--- src/common/owd_defines.vh ---
// constants for the operating watchdog timer block
// assumes inclusion by bare name from the design files
`ifndef OWD_DEFINES_VH
`define OWD_DEFINES_VH

// register indexes; byte address is four times the index
`define OWD_IDX_SERVICE     18'h0ffff
`define OWD_IDX_CONFIG      18'h0001f
`define OWD_IDX_CAUSE       18'h00100
`define OWD_IDX_BREAK       18'h00101

// config_reg_one field positions
`define OWD_CFG_DISABLE     0
`define OWD_CFG_RATE        1
`define OWD_CFG_RSTPIN      2
`define OWD_CFG_RESET       3'h0

// reset_cause_reg and break_aux_reg field positions
`define OWD_CAUSE_WDOG      0
`define OWD_BRK_WDOG_DIS    0

// counter widths
`define OWD_PRE_WIDTH       12
`define OWD_WDOG_WIDTH      6

// timeout lengths in oscillator cycles and prescaler taps producing them
`define OWD_LONG_CYCLES     262128
`define OWD_SHORT_CYCLES    8176
`define OWD_LONG_TAP        12
`define OWD_SHORT_TAP       7

// reset pin drive length and power-on settle time, in cycles
`define OWD_PIN_CYCLES      32
`define OWD_POR_CYCLES      4096

`endif

--- src/design/owd_watchdog.v ---
// operating watchdog timer: prescaler, 6-bit watchdog counter, APB regs
// assumes APB master on clk, inputs synchronous to clk, reset pin
// open-drain resolved outside from rstPinOut / rstPinOe
//
// Register access over APB is this design's own decision.
`timescale 1ns/1ps
`include "owd_defines.vh"

module owd_watchdog #(
  parameter LONG_TAP   = `OWD_LONG_TAP,
  parameter SHORT_TAP  = `OWD_SHORT_TAP,
  parameter POR_CYCLES = `OWD_POR_CYCLES,
  parameter PIN_CYCLES = `OWD_PIN_CYCLES
) (
  // clock and reset
  input  wire        clk,
  input  wire        rst,
  // apb slave
  input  wire        psel,
  input  wire        penable,
  input  wire        pwrite,
  input  wire [17:0] paddr,
  input  wire [31:0] pwdata,
  output wire        pready,
  output reg  [31:0] prdata,
  output wire        pslverr,
  // system state
  input  wire [7:0]  resetVectorLow,
  input  wire        internalReset,
  input  wire        stopInstr,
  input  wire        stopMode,
  input  wire        waitMode,
  input  wire        monitorMode,
  input  wire        testHighVoltage,
  input  wire        breakActive,
  // reset outputs
  output reg         watchdogReset,
  output wire        rstPinOut,
  output reg         rstPinOe
);

  // ==========================================================
  // constants and helpers
  // ==========================================================
  localparam PW = `OWD_PRE_WIDTH;
  localparam WW = `OWD_WDOG_WIDTH;

  // reported time figures, derived from the tap choice
  localparam LONG_CYCLES  = `OWD_LONG_CYCLES;
  localparam SHORT_CYCLES = `OWD_SHORT_CYCLES;

  // true when all prescaler bits below the tap are ones;
  // a loop over all bits keeps the tap a plain run-time argument
  function tapDone;
    input [PW-1:0] value;
    input integer  tap;
    integer        i;
    begin
      tapDone = 1'b1;
      for (i = 0; i < PW; i = i + 1) begin
        if (i < tap && !value[i]) begin
          tapDone = 1'b0;
        end
      end
    end
  endfunction

  // index match for an APB byte address
  function hitIdx;
    input [17:0] addr;
    input [17:0] idx;
    begin
      hitIdx = (addr[17:2] == idx[15:0]) && (addr[1:0] == 2'h0);
    end
  endfunction

  // ==========================================================
  // apb decode
  // ==========================================================
  wire setupPhase = psel && !penable;
  wire accessWr   = psel && penable && pwrite;

  wire hitSvc   = hitIdx(paddr, `OWD_IDX_SERVICE);
  wire hitCfg   = hitIdx(paddr, `OWD_IDX_CONFIG);
  wire hitCause = hitIdx(paddr, `OWD_IDX_CAUSE);
  wire hitBrk   = hitIdx(paddr, `OWD_IDX_BREAK);
  wire mapped   = hitSvc || hitCfg || hitCause || hitBrk;

  // zero wait states keep the service latency fixed; an unmapped or
  // misaligned address still completes, flagged by pslverr
  assign pready  = 1'b1;
  assign pslverr = psel && penable && !mapped;

  // ==========================================================
  // software registers
  // ==========================================================
  // register map, byte address four times the index:
  //   service 0x3fffc  any write services, read gives vector low byte
  //   config  0x0007c  b0 disable, b1 short rate, b2 pin enable
  //   cause   0x00400  b0 timeout cause, write one to clear
  //   break   0x00404  b0 watchdog off in a monitor-mode break
  // config is write-once so runaway code cannot switch the watchdog off
  reg [2:0] cfgBits;
  reg       cfgLocked;
  reg       causeFlag;
  reg       brkWdogDis;

  // overflow strobe, declared here because the cause flag needs it early
  wire      timeout;

  wire serviceWrite = accessWr && hitSvc;
  wire cfgDisable   = cfgBits[`OWD_CFG_DISABLE];
  wire rateShort    = cfgBits[`OWD_CFG_RATE];
  wire pinEnable    = cfgBits[`OWD_CFG_RSTPIN];

  // config is write-once after each reset; pin enable clears on POR only
  always @(posedge clk or posedge rst) begin
    if (rst) begin
      cfgBits   <= `OWD_CFG_RESET;
      cfgLocked <= 1'b0;
    end else if (internalReset || watchdogReset) begin
      cfgBits   <= cfgBits & 3'h4;
      cfgLocked <= 1'b0;
    end else if (accessWr && hitCfg && !cfgLocked) begin
      cfgBits   <= pwdata[2:0];
      cfgLocked <= 1'b1;
    end
  end

  // cause flag: set by timeout, write one clears, set wins
  always @(posedge clk or posedge rst) begin
    if (rst) begin
      causeFlag <= 1'b0;
    end else if (timeout) begin
      causeFlag <= 1'b1;
    end else if (accessWr && hitCause && pwdata[`OWD_CAUSE_WDOG]) begin
      causeFlag <= 1'b0;
    end
  end

  // break auxiliary disable bit; it only matters while the core sits
  // in a monitor-mode break
  always @(posedge clk or posedge rst) begin
    if (rst) begin
      brkWdogDis <= 1'b0;
    end else if (accessWr && hitBrk) begin
      brkWdogDis <= pwdata[`OWD_BRK_WDOG_DIS];
    end
  end

  // read data captured in setup so it is stable for the access phase
  always @(posedge clk or posedge rst) begin
    if (rst) begin
      prdata <= 32'h0;
    end else if (setupPhase) begin
      if (hitSvc) begin
        prdata <= {24'h0, resetVectorLow};
      end else if (hitCfg) begin
        prdata <= {29'h0, cfgBits};
      end else if (hitCause) begin
        prdata <= {31'h0, causeFlag};
      end else if (hitBrk) begin
        prdata <= {31'h0, brkWdogDis};
      end else begin
        prdata <= 32'h0;
      end
    end
  end

  // ==========================================================
  // power-on settle
  // ==========================================================
  reg [12:0] porCount;
  reg        porDone;

  // prescaler held clear until the settle count runs out; 13 bits give
  // room for the full settle length, and the counter then parks
  always @(posedge clk or posedge rst) begin
    if (rst) begin
      porCount <= 13'h0;
      porDone  <= 1'b0;
    end else if (!porDone) begin
      porCount <= porCount + 13'h1;
      if (porCount == POR_CYCLES[12:0] - 13'h1) begin
        porDone <= 1'b1;
      end
    end
  end

  // ==========================================================
  // enables and clears
  // ==========================================================
  // wait mode is deliberately absent from the run term: the core sleeps
  // but the oscillator runs, so only service writes hold off a timeout;
  // waitMode is kept as a port only to document that choice
  wire wdogOff = cfgDisable
              || (monitorMode && testHighVoltage)
              || (monitorMode && breakActive && brkWdogDis);
  wire run     = porDone && !stopMode && !wdogOff;
  wire unusedWait = waitMode;

  // every reset, the stop instruction, stop mode and the power-on settle
  // clear the whole prescaler; a service clears only its upper stages, so
  // software cannot shift the phase of the low four bits
  wire anyReset = internalReset || watchdogReset;
  wire preClearAll = !porDone || stopInstr || stopMode
                  || anyReset;
  wire preClearHigh = serviceWrite;

  wire [PW-1:0] preCount;

  owd_prescaler #(
    .WIDTH     (PW)
  ) uPrescaler (
    .clk       (clk),
    .rst       (rst),
    .run       (run),
    .clearAll  (preClearAll),
    .clearHigh (preClearHigh),
    .count     (preCount)
  );

  // ==========================================================
  // watchdog counter
  // ==========================================================
  reg [WW-1:0] wdogCount;

  // rate select picks the tap that feeds the counter; a service leaves
  // prescaler bits 3..0 running, so the overflow lands up to 16 cycles
  // short of 64 whole tap periods, which is where the -16 in the nominal
  // LONG_CYCLES and SHORT_CYCLES figures comes from
  wire tick = run && !preClearHigh
           && (rateShort ? tapDone(preCount, SHORT_TAP)
                         : tapDone(preCount, LONG_TAP));
  assign timeout = tick && (&wdogCount);

  // a disabled watchdog holds its count at zero
  always @(posedge clk or posedge rst) begin
    if (rst) begin
      wdogCount <= {WW{1'b0}};
    end else if (anyReset || serviceWrite || wdogOff) begin
      wdogCount <= {WW{1'b0}};
    end else if (tick) begin
      wdogCount <= wdogCount + {{(WW-1){1'b0}}, 1'b1};
    end
  end

  // ==========================================================
  // reset outputs
  // ==========================================================
  reg [5:0] pinCount;

  // reset is the only action; no interrupt path exists
  // one registered pulse; the system reset logic stretches it as needed
  always @(posedge clk or posedge rst) begin
    if (rst) begin
      watchdogReset <= 1'b0;
    end else begin
      watchdogReset <= timeout;
    end
  end

  // open-drain pin pulled low for the fixed length when enabled; the
  // count restarts on every timeout, but the watchdog reset clears the
  // counter first, so a second timeout cannot arrive inside one pulse
  always @(posedge clk or posedge rst) begin
    if (rst) begin
      pinCount <= 6'h0;
      rstPinOe <= 1'b0;
    end else if (timeout && pinEnable) begin
      pinCount <= PIN_CYCLES[5:0] - 6'h1;
      rstPinOe <= 1'b1;
    end else if (pinCount != 6'h0) begin
      pinCount <= pinCount - 6'h1;
    end else begin
      rstPinOe <= 1'b0;
    end
  end

  // pin data is a constant low; only the enable moves, as open drain wants
  assign rstPinOut = 1'b0;

endmodule

--- src/design/owd_prescaler.v ---
// 12-bit prescaler shared with the system integration unit
// assumes one clock; clears are synchronous and take effect at the edge
`timescale 1ns/1ps

module owd_prescaler #(
  parameter WIDTH = 12
) (
  // clock and reset
  input  wire             clk,
  input  wire             rst,
  // control
  input  wire             run,
  input  wire             clearAll,
  input  wire             clearHigh,
  // state
  output reg  [WIDTH-1:0] count
);

  // ==========================================================
  // counter
  // ==========================================================
  // a full clear beats a partial one; stages 12..5 are bits 11..4
  always @(posedge clk or posedge rst) begin
    if (rst) begin
      count <= {WIDTH{1'b0}};
    end else if (clearAll) begin
      count <= {WIDTH{1'b0}};
    end else if (clearHigh) begin
      count <= {{(WIDTH-4){1'b0}}, count[3:0] + 4'h1};
    end else if (run) begin
      count <= count + {{(WIDTH-1){1'b0}}, 1'b1};
    end
  end

endmodule

--- config.mk ---
export PLATFORM = sky130hd
export DESIGN_NAME = owd_watchdog
export DESIGN_NICKNAME = d
export VERILOG_FILES = /design/src/design/owd_watchdog.v /design/src/design/owd_prescaler.v
export VERILOG_INCLUDE_DIRS = /design/src /design/src/common
export SDC_FILE = /design/constraint.sdc
export NUM_CORES = 1
export LEC_CHECK = 0
export ABC_AREA = 1
export BUFFER_PORTS_ARGS = -buffer_cell sky130_fd_sc_hd__buf_2
export CAP_MARGIN = 20
export CORE_ASPECT_RATIO = 0.75
export CORE_MARGIN = 1
export CORE_UTILIZATION = 45
export CTS_CLUSTER_DIAMETER = 50
export DETAILED_ROUTE_END_ITERATION = 10
export PLACE_DENSITY = 0.83
export RECOVER_POWER = 25
export SLEW_MARGIN = 20
export SYNTH_ARGS = -nofsm -noshare
export SYNTH_HDL_FRONTEND = slang
export SYNTH_SLANG_ARGS = --single-unit
export TNS_END_PERCENT = 10
--- constraint.sdc ---
create_clock -name clk -period 1.7 [get_ports clk]
set_clock_uncertainty 0.05 [all_clocks]
set_input_delay 0 -clock clk [delete_from_list [all_inputs] [get_ports clk]]
set_output_delay 0 -clock clk [all_outputs]
set_load 0.02 [all_outputs]
==> Flow_metrics.wiki, run 1 <==
{| class="wikitable"
! Metric !! Value
|-
| Core ar. || approximately 6400 um2
|-
| GR Layer Usage met1 || between 20% and 30%
|-
| Critical path's most frequent cell || nor2_2
|-
| Mapped Cells || approximately 380
|-
| Detailed Place HPWL || approximately 4700 um
|-
| Detailed-route vias per instance || between 4 and 5
|-
| Netlist cell types || 35
|-
| TritonCTS clock tree || built
|-
| Met3 global-route usage || under 10%
|-
| Clock Root Buffer || clkbuf_8
|-
| Initial cell density of the core || between 40% and 50%
|-
| Crit end category || flip-flop
|-
| Drc violations || 0
|-
| RSZ-0062 raised after global routing || yes
|-
| Yosys synthesis warning count || 0
|-
| Area share of the leading cell type in the synthesized netlist || 43.9%
|-
| Worst Max-Slew Pin Slew || around 1200 ps
|-
| Worst-path cell with the longest stage delay || dfrtp_1
|-
| Post-synthesis average cell area || approximately 8.1 um2
|-
| Sum of overflow across all layers after global routing || 0
|-
| Post-Place Cell Area || around 3400 um2
|-
| Power density relative to cell area || ~670 nW/um2
|-
| Biggest fanout along the worst timing path || 6
|-
| Buffers from clock root to sink, at most || 2
|-
| Most used flip-flop cell after synthesis || dfrtp_1
|-
| Worst slew margin relative to its limit || between 20% and 30%
|-
| Top Usage Layer GRT || met2
|-
| Max IR drop VDD || 0.463 mV
|-
| Final Hold Violating Endpoints || 0
|-
| Arrival time at the worst endpoint || around 1900 ps
|-
| Cell type with the largest total area after synthesis || dfrtp_1
|-
| Clk pin slew, worst setup/hold paths || 110 ps
|-
| Share of final-layout standard cells stronger than drive strength 1 || 19.1%
|-
| Number of enable flip-flop cells after synthesis || 0
|-
| Clk_lat worst skew || 320 ps
|-
| Max Cap Violations || 0
|-
| I/O Buffers || 50
|-
| Crit path setup slack, layout || 6.49 ps
|-
| Required time of the worst setup path || roughly 1900 ps
|-
| Gr usage total || about a fifth
|-
| Global-route wire length before repair || about 11000 um
|-
| Die Span X || roughly 100 um
|-
| Area of the die || 7180 um2
|-
| Post-synthesis to final-layout area growth || 18.8%
|-
| Number of nets in the finished design || 531
|-
| Number of rows in the core area || 25
|-
| I/O Pins || 107
|-
| Largest stage delay, worst path || about 380 ps
|-
| Share of the yosys chip area belonging to registers || a little over two fifths
|-
| DRT iter0 DRCs || 171
|-
| Final Wtd Congestion || between 0.8 and 0.9
|-
| Clock buffer count from CTS || 5
|-
| Final clock period utilization by the worst path || ~100%
|-
| Crit Path Class || flip-flop to flip-flop
|-
| Detailed Routing Iterations Pass 1 || 4
|-
| Leak || about 1.8 nW
|-
| Post-CTS setup buffer count || 0
|-
| H-Tree Depth || 2
|-
| Most common cell in the netlist || nand2_1
|-
| Clock period minus final worst setup slack || around 1700 ps
|-
| CTS sink cnt || between 50 and 60
|-
| Via count of the first global-routing pass || between 2000 and 3000
|-
| Netlist area before placement || approximately 3100 um2
|-
| Post-detailed-routing wire length || ~6500 um
|-
| Maximum number of pins on one net before global-route repair || 55
|-
| Finished layout cell area || roughly 3700 um2
|-
| Synthesis-stage register bit count || 54
|-
| Post-Place Setup Slack || approximately 20 ps
|-
| Cell breakdown of the critical path || ha_2 -> ha_1 -> nand4_1 -> nor2_2 -> nand3_2 -> nor2_2 -> nand2_2 -> nand3_1 -> nand2_1
|-
| Share of synthesized flip-flops with an asynchronous set or reset || 100%
|-
| Antenna violations before repair || 0
|-
| Setup-violating endpoint count in the final report || 0
|-
| Top post-synthesis cells by area || dfrtp_1 44%, nand2_1 7.6%, buf_4 6.3%, nand3_1 5.9%, inv_1 5.4%
|-
| Number of diodes added for antenna fixing || 0
|-
| Worst hold path type || primary input to flip-flop
|-
| Number of max-slew violations in the final report || 0
|-
| Post-DRT Antenna Nets || 0
|-
| Outcome || finished, final reports clean
|-
| Chip Height || ~74 um
|-
| Ranking of synthesized cells by instance count || 62 x nand2_1, 54 x dfrtp_1, 44 x inv_1
|-
| Via Count || about 2700
|-
| FMAX || between 500 and 600 MHz
|-
| Nature of the critical path startpoint || flip-flop
|-
| Routed wire length per instance || between 10 and 15 um
|-
| Met2 Track Usage GR || between 30% and 40%
|}
## metrics by stage
step | power [W] | setup TNS, ps | hold slack [ps] | cells | util, %
after detailed placement | 0.00154 | 0 | 23.4 | 516 | 52.8
after CTS | 0.00246 | 0 | 0.161 | 537 | 56.7
after global placement | 0.00153 | 0 | 22.1 | 516 | 52.8
final | 0.00244 | 0 | 14.8 | 537 | 56.7
after floorplan | 0.00149 | 0 | 93.0 | 403 | -
after global routing | 0.00253 | -574 | 31.0 | 537 | 56.7
## registers in the layout, indices dropped and copies added (netlist names)
name / count
cfgLocked: 1
prdata: 8
watchdogReset: 1
rstPinOe: 1
porCount: 13
uPrescaler.count: 12
cfgBits: 3
brkWdogDis: 1
wdogCount: 6
porDone: 1
causeFlag: 1
pinCount: 6
## path summary, 6_finish.rpt
kind | start | end | slack [ps] | cells after the start
worst max-delay path | uPrescaler.count[1]$_DFFE_PP0P_ | pinCount[1]$_DFFE_PP0P_ | 6 | 9
worst min-delay path | penable | prdata[2]$_DFFE_PP0P_ | 10 | 4
worst max register to register | uPrescaler.count[1]$_DFFE_PP0P_ | pinCount[1]$_DFFE_PP0P_ | 6 | 9
worst min register to register | prdata[5]$_DFFE_PP0P_ | prdata[5]$_DFFE_PP0P_ | 440 | 2
max in group asynchronous | rst | wdogCount[1]$_DFFE_PP0P_ | 350 | 4
min in group asynchronous | rst | porCount[4]$_DFFE_PP0N_ | 550 | 4
## power by group
group / internal, W / switching (W) / leakage [nW]
registers: 0.00129 / 0.00000440 / 0.710
logic: 0.0000804 / 0.000154 / 1.06
clock network: 0.000450 / 0.000459 / 0.0591
total: 0.00182 / 0.000618 / 1.83
## metal layers
metal / wire length, um / vias up
li1: - / 1330
met1: 2860 / 1267
met2: 3330 / 64
met3: 210 / 10
met4: 97 / 0
met5: 0 / -
## layout make-up
cell class | count | area (um2)
inverters | 47 | 176
flip-flops and latches | 54 | 1350
well taps | 81 | 101
fillers | 557 | 2790
multi-input cells | 274 | 1450
repair buffers | 73 | 457
clock inverters | 3 | 47.5
clock buffers | 5 | 68.8
## cell families after synthesis
logic type      synth area share, %
fa+ha+maj                      2.44
flops                          43.9
other cells                   0.244
xor+xnor                       6.26
compound gates                 8.13
buf+inv                        12.4
simple gates                   26.7
## placed cells by master, fill, tap and decap left out, types with 2 or more instances in the layout
cell / n
dfrtp_1: 54
o31ai_1: 2
buf_4: 8
inv_1: 44
o21ai_0: 22
xnor2_1: 8
nand3_2: 2
nor3_1: 10
nand4_1: 10
nor3b_1: 2
xor2_1: 14
nand2_1: 61
o22ai_1: 2
inv_2: 3
nand3_1: 36
nor2_2: 5
o21ai_1: 5
inv_6: 2
ha_1: 5
conb_1: 26
buf_2: 51
nand2_4: 2
a31oi_1: 2
a21oi_1: 7
clkbuf_8: 5
dlygate4sd3_1: 13
nor2_1: 41
## what timing repair did
action,4_1_cts,5_1_grt
endpoints found under the setup margin,1,15
hold buffers,13,0
gates resized for setup,1,9
hold endpoints to repair,68,0
gates cloned,0,0
pin swaps,1,3
## critical path, delay by kind of cell (launching register included)
kind	cells	cell delay [ps]
fa+ha+maj	2	340
flops	1	380
simple gates	7	820
Note: power is estimated with default switching activity, not from simulation.
==> run 2, diff against run 1 <==
--- a/config.mk
+++ b/config.mk
@@ -11,13 +11,15 @@
 export CAP_MARGIN = 20
 export CORE_ASPECT_RATIO = 0.75
 export CORE_MARGIN = 1
-export CORE_UTILIZATION = 45
+export CORE_UTILIZATION = 46
 export CTS_CLUSTER_DIAMETER = 50
 export DETAILED_ROUTE_END_ITERATION = 10
 export PLACE_DENSITY = 0.83
 export RECOVER_POWER = 25
+export SKIP_LAST_GASP = 1
 export SLEW_MARGIN = 20
 export SYNTH_ARGS = -nofsm -noshare
 export SYNTH_HDL_FRONTEND = slang
+export SYNTH_HIERARCHICAL = 1
 export SYNTH_SLANG_ARGS = --single-unit
 export TNS_END_PERCENT = 10
==> run 2 against run 1 <==
Core utilization barely moved. Final cell count rose by 13%. Clock power fell by 5.4%. Fmax rose by 1.7%. Die area rose by 4.9%. Sequential share of layout area fell by 2.2 points. Sequential power barely moved. Critical path depth fell by 1. Synthesized cell count rose by 13%.
==> Flow_metrics.wiki, run 2 <==
{| class="wikitable"
! Metric !! Value
|-
| Share of synthesized flip-flops with an asynchronous set or reset || 100% (unchanged)
|-
| I/O Pins || 107 (unchanged)
|-
| Via Count || 2977 (+11%)
|-
| TritonCTS clock tree || built
|-
| Share of the yosys chip area belonging to registers || 40.9% (-3.0 points)
|-
| Netlist cell types || 36 (+2.9%)
|-
| Setup-violating endpoint count in the final report || 0 (unchanged)
|-
| Required time of the worst setup path || 1890 ps (+30 ps)
|-
| Number of fill cells || 600 (+7.7%)
|-
| Routed wire length per instance || 12.0 um (-0.75%)
|-
| Final Wtd Congestion || 0.950 (+14%)
|-
| DRT iter0 DRCs || 181 (+5.8%)
|-
| Sum of overflow across all layers after global routing || 0 (unchanged)
|-
| Power density relative to cell area || 615 nW/um2 (-7.9%)
|-
| Chip Height || 75.4 um (+2.4%)
|-
| Ranking of synthesized cells by instance count || 92 x nand2_1, 54 x dfrtp_1, 53 x nor2_1
|-
| Post-synthesis to final-layout area growth || 17.9%
|-
| Cell family with most CP delay || simple AND/OR/NAND/NOR gates
|-
| FF+latch area || 1350 um2 (+0.19%)
|-
| Detailed Place HPWL || 5460 um (+16%)
|-
| Synthesis-stage register bit count || 54 (unchanged)
|-
| Crit Path Class || flip-flop to flip-flop
|-
| Max FFs per register || 13 (unchanged)
|-
| Total area of multi-input combinational cells || 1630 um2 (+12%)
|-
| Clock period minus final worst setup slack || 1670 ps (-28.2 ps)
|-
| Maximum number of pins on one net before global-route repair || 43 (-22%)
|-
| FMAX || 600 MHz (+1.7%)
|-
| Number of diodes added for antenna fixing || 0 (unchanged)
|-
| Crit end category || flip-flop
|-
| Gr usage total || 19.3% (+0.34 points)
|-
| Crit path setup slack, layout || 34.7 ps (+28.2 ps)
|-
| Critical path's most frequent cell || nand3_1
|-
| Biggest fanout along the worst timing path || 6 (unchanged)
|-
| Clk_lat worst skew || 320 ps (about the same)
|-
| Detailed-route vias per instance || 4.92 (-1.1%)
|-
| Cell type with the largest total area after synthesis || dfrtp_1
|-
| Worst slew margin relative to its limit || 31.8% (+8.7 points)
|-
| Post-DRT Antenna Nets || 0 (unchanged)
|-
| I/O Buffers || 50 (unchanged)
|-
| Final Hold Violating Endpoints || 0 (unchanged)
|-
| Die Span X || 99.9 um (+2.5%)
|-
| Netlist area before placement || 3310 um2 (+7.4%)
|-
| Worst-path cell with the longest stage delay || dfrtp_1
|-
| Core utilization of the finished layout || 56.8% (about the same)
|-
| Largest stage delay, worst path || 410 ps (+30 ps)
|-
| Clock buffer count from CTS || 5 (unchanged)
|-
| Largest registers ranked by flip-flop count || porCount (13), uPrescaler/count (12), prdata (8)
|-
| Most common cell in the netlist || nand2_1
|-
| RSZ-0062 raised after global routing || yes
|-
| Top post-synthesis cells by area || dfrtp_1 41%, nand2_1 10%, nor2_1 6.0%, buf_4 5.9%, inv_1 5.9%
|-
| H-Tree Depth || 2 (unchanged)
|-
| Most common library cell in the layout ignoring fill and taps || nand2_1
|-
| Post-synthesis average cell area || 7.72 um2 (-4.9%)
|-
| Leading cell types in the layout, fill and taps excluded || 91 x nand2_1, 52 x dfrtp_1, 51 x nor2_1, 51 x inv_1, 49 x buf_2
|-
| Antenna violations before repair || 0 (unchanged)
|-
| Cell breakdown of the critical path || nand3_1 -> nand2_2 -> nor2_4 -> buf_4 -> nand3_1 -> nor2_1 -> nand4_1 -> nand2_1
|-
| Buffers from clock root to sink, at most || 2 (unchanged)
|-
| CTS sink cnt || 54 (unchanged)
|-
| Share of final-layout standard cells stronger than drive strength 1 || 19.7% (+0.64 points)
|-
| Nature of the critical path startpoint || flip-flop
|-
| Max Cap Violations || 0 (unchanged)
|-
| Leak || 1.89 nW (+3.0%)
|-
| Core ar. || 6860 um2 (+6.5%)
|-
| Initial cell density of the core || 48.2% (+0.39 points)
|-
| Final clock period utilization by the worst path || 98.0% (-1.7 points)
|-
| Post-Place Setup Slack || 69.7 ps (+49.8 ps)
|-
| Max IR drop VDD || 0.305 mV (-34%)
|-
| Mapped Cells || 428 (+13%)
|-
| Number of rows in the core area || 26 (+4.0%)
|-
| Worst Max-Slew Pin Slew || 1020 ps (-131 ps)
|-
| Clk pin slew, worst setup/hold paths || 100 ps (about the same)
|-
| Outcome || finished, final reports clean
|-
| Most flops, register || porCount
|-
| Detailed Routing Iterations Pass 1 || 5 (+1)
|-
| Number of nets in the finished design || 582 (+9.6%)
|-
| Via count of the first global-routing pass || 2534 (+0.88%)
|-
| Most used flip-flop cell after synthesis || dfrtp_1
|-
| Drc violations || 0 (unchanged)
|-
| Yosys synthesis warning count || 6 (+6)
|-
| Number of non-filler instances in the completed layout || 605 (+13%)
|-
| Number of max-slew violations in the final report || 0 (unchanged)
|-
| Cell count after placement || 580 (+12%)
|-
| Arrival time at the worst endpoint || 1860 ps (about the same)
|-
| Post-detailed-routing wire length || 7260 um (+12%)
|-
| Area share of the leading cell type in the synthesized netlist || 40.9% (-3.0 points)
|-
| Buffering stage count on the worst path with inverters included || 1 (+1)
|-
| Number of enable flip-flop cells after synthesis || 0 (unchanged)
|-
| Global-route wire length before repair || 11300 um (+3.7%)
|-
| Worst hold path type || primary input to flip-flop
|-
| Clock Root Buffer || clkbuf_8
|-
| Area of the die || 7530 um2 (+4.9%)
|}
run 2: cell types whose count changed in the layout (fill, tap and decap cells not counted), sizes merged, moves of 2 or more:
cell	change
nand2	+35
inv	+7
nand4	+8
clkbuf	+3
nor3b	-2
nor3	-3
nand3b	+2
nor2	+13
o21ai	-13
run 2: what timing repair did:
item / in CTS / in global routing
hold buffers: 12 / 0
endpoints found under the setup margin: 0 / 20
buffers inserted: 0 / 6
resized for setup: 0 / 8
hold endpoints to repair: 66 / 0
run 2: logic make-up after synthesis:
logic type / share of synthesized area (%)
AND/OR/NAND/NOR: 33.0
buffers and inverters: 12.6
flip-flops: 40.9
AO/OA/AOI/OAI: 5.60
XOR/XNOR: 5.83
adder cells (fa/ha/maj): 1.89
other: 0.227
run 2: layout make-up:
| type | instances | area share [%] |
|---|---|---|
| clock buffers | 5 | 1.77 |
| clock inverters | 2 | 0.995 |
| inverters | 56 | 5.46 |
| multi-input cells | 314 | 41.9 |
| flip-flops and latches | 54 | 34.7 |
| well taps | 98 | 3.15 |
| repair buffers | 76 | 12.0 |
run 2: metrics by stage:
| stage | setup TNS, ps | total power, W | area (um2) | hold WS, ps |
|---|---|---|---|---|
| 6_report | 0 | 0.00240 | 3900 | 5.89 |
| 5_1_grt | -158 | 0.00250 | 3900 | 43.2 |
| 4_1_cts | 0 | 0.00242 | 3850 | 10.1 |
| 3_5_place_dp | 0 | 0.00154 | 3620 | 20.1 |
| 3_3_place_gp | 0 | 0.00154 | 3620 | 3.97 |
| 2_1_floorplan | 0 | 0.00150 | 3400 | -185 |
run 2: per-layer routing:
metal	vias to the layer above	global-route usage, %	routed length [um]
met2	101	32.5	3360
met5	-	0	0
met1	1388	25.6	3440
met4	0	6.86	104
met3	12	3.30	358
li1	1476	-	-
run 2: final timing paths:
check / from / to / slack, ps / cells past startpoint
min reg2reg: porCount[12]$_DFFE_PP0N_ / porCount[12]$_DFFE_PP0N_ / 420 / 1
min in group asynchronous: rst / uPrescaler/count[1]$_DFFE_PP0P_ / 190 / 3
min: resetVectorLow[0] / prdata[0]$_DFFE_PP0P_ / 6 / 5
max in group asynchronous: rst / cfgBits[1]$_DFFE_PP0P_ / 470 / 4
max: brkWdogDis$_DFFE_PP0P_ / pinCount[1]$_DFFE_PP0P_ / 30 / 8
max reg2reg: brkWdogDis$_DFFE_PP0P_ / pinCount[1]$_DFFE_PP0P_ / 30 / 8
run 2: where the power goes:
| group | total, W | switching [W] | internal, W |
|---|---|---|---|
| Clock | 0.000860 | 0.000426 | 0.000434 |
| Sequential | 0.00129 | 0.00000282 | 0.00129 |
| Combinational | 0.000245 | 0.000165 | 0.0000799 |
| Total | 0.00240 | 0.000594 | 0.00180 |
run 2: worst register-to-register path, cell delays in order, from the launching register on:
cell and delay, ps:
dfrtp_1 410, nand3_1 110, nand2_2 90, nor2_4 210, buf_4 170, nand3_1 60, nor2_1 160, nand4_1 210
nand2_1 120
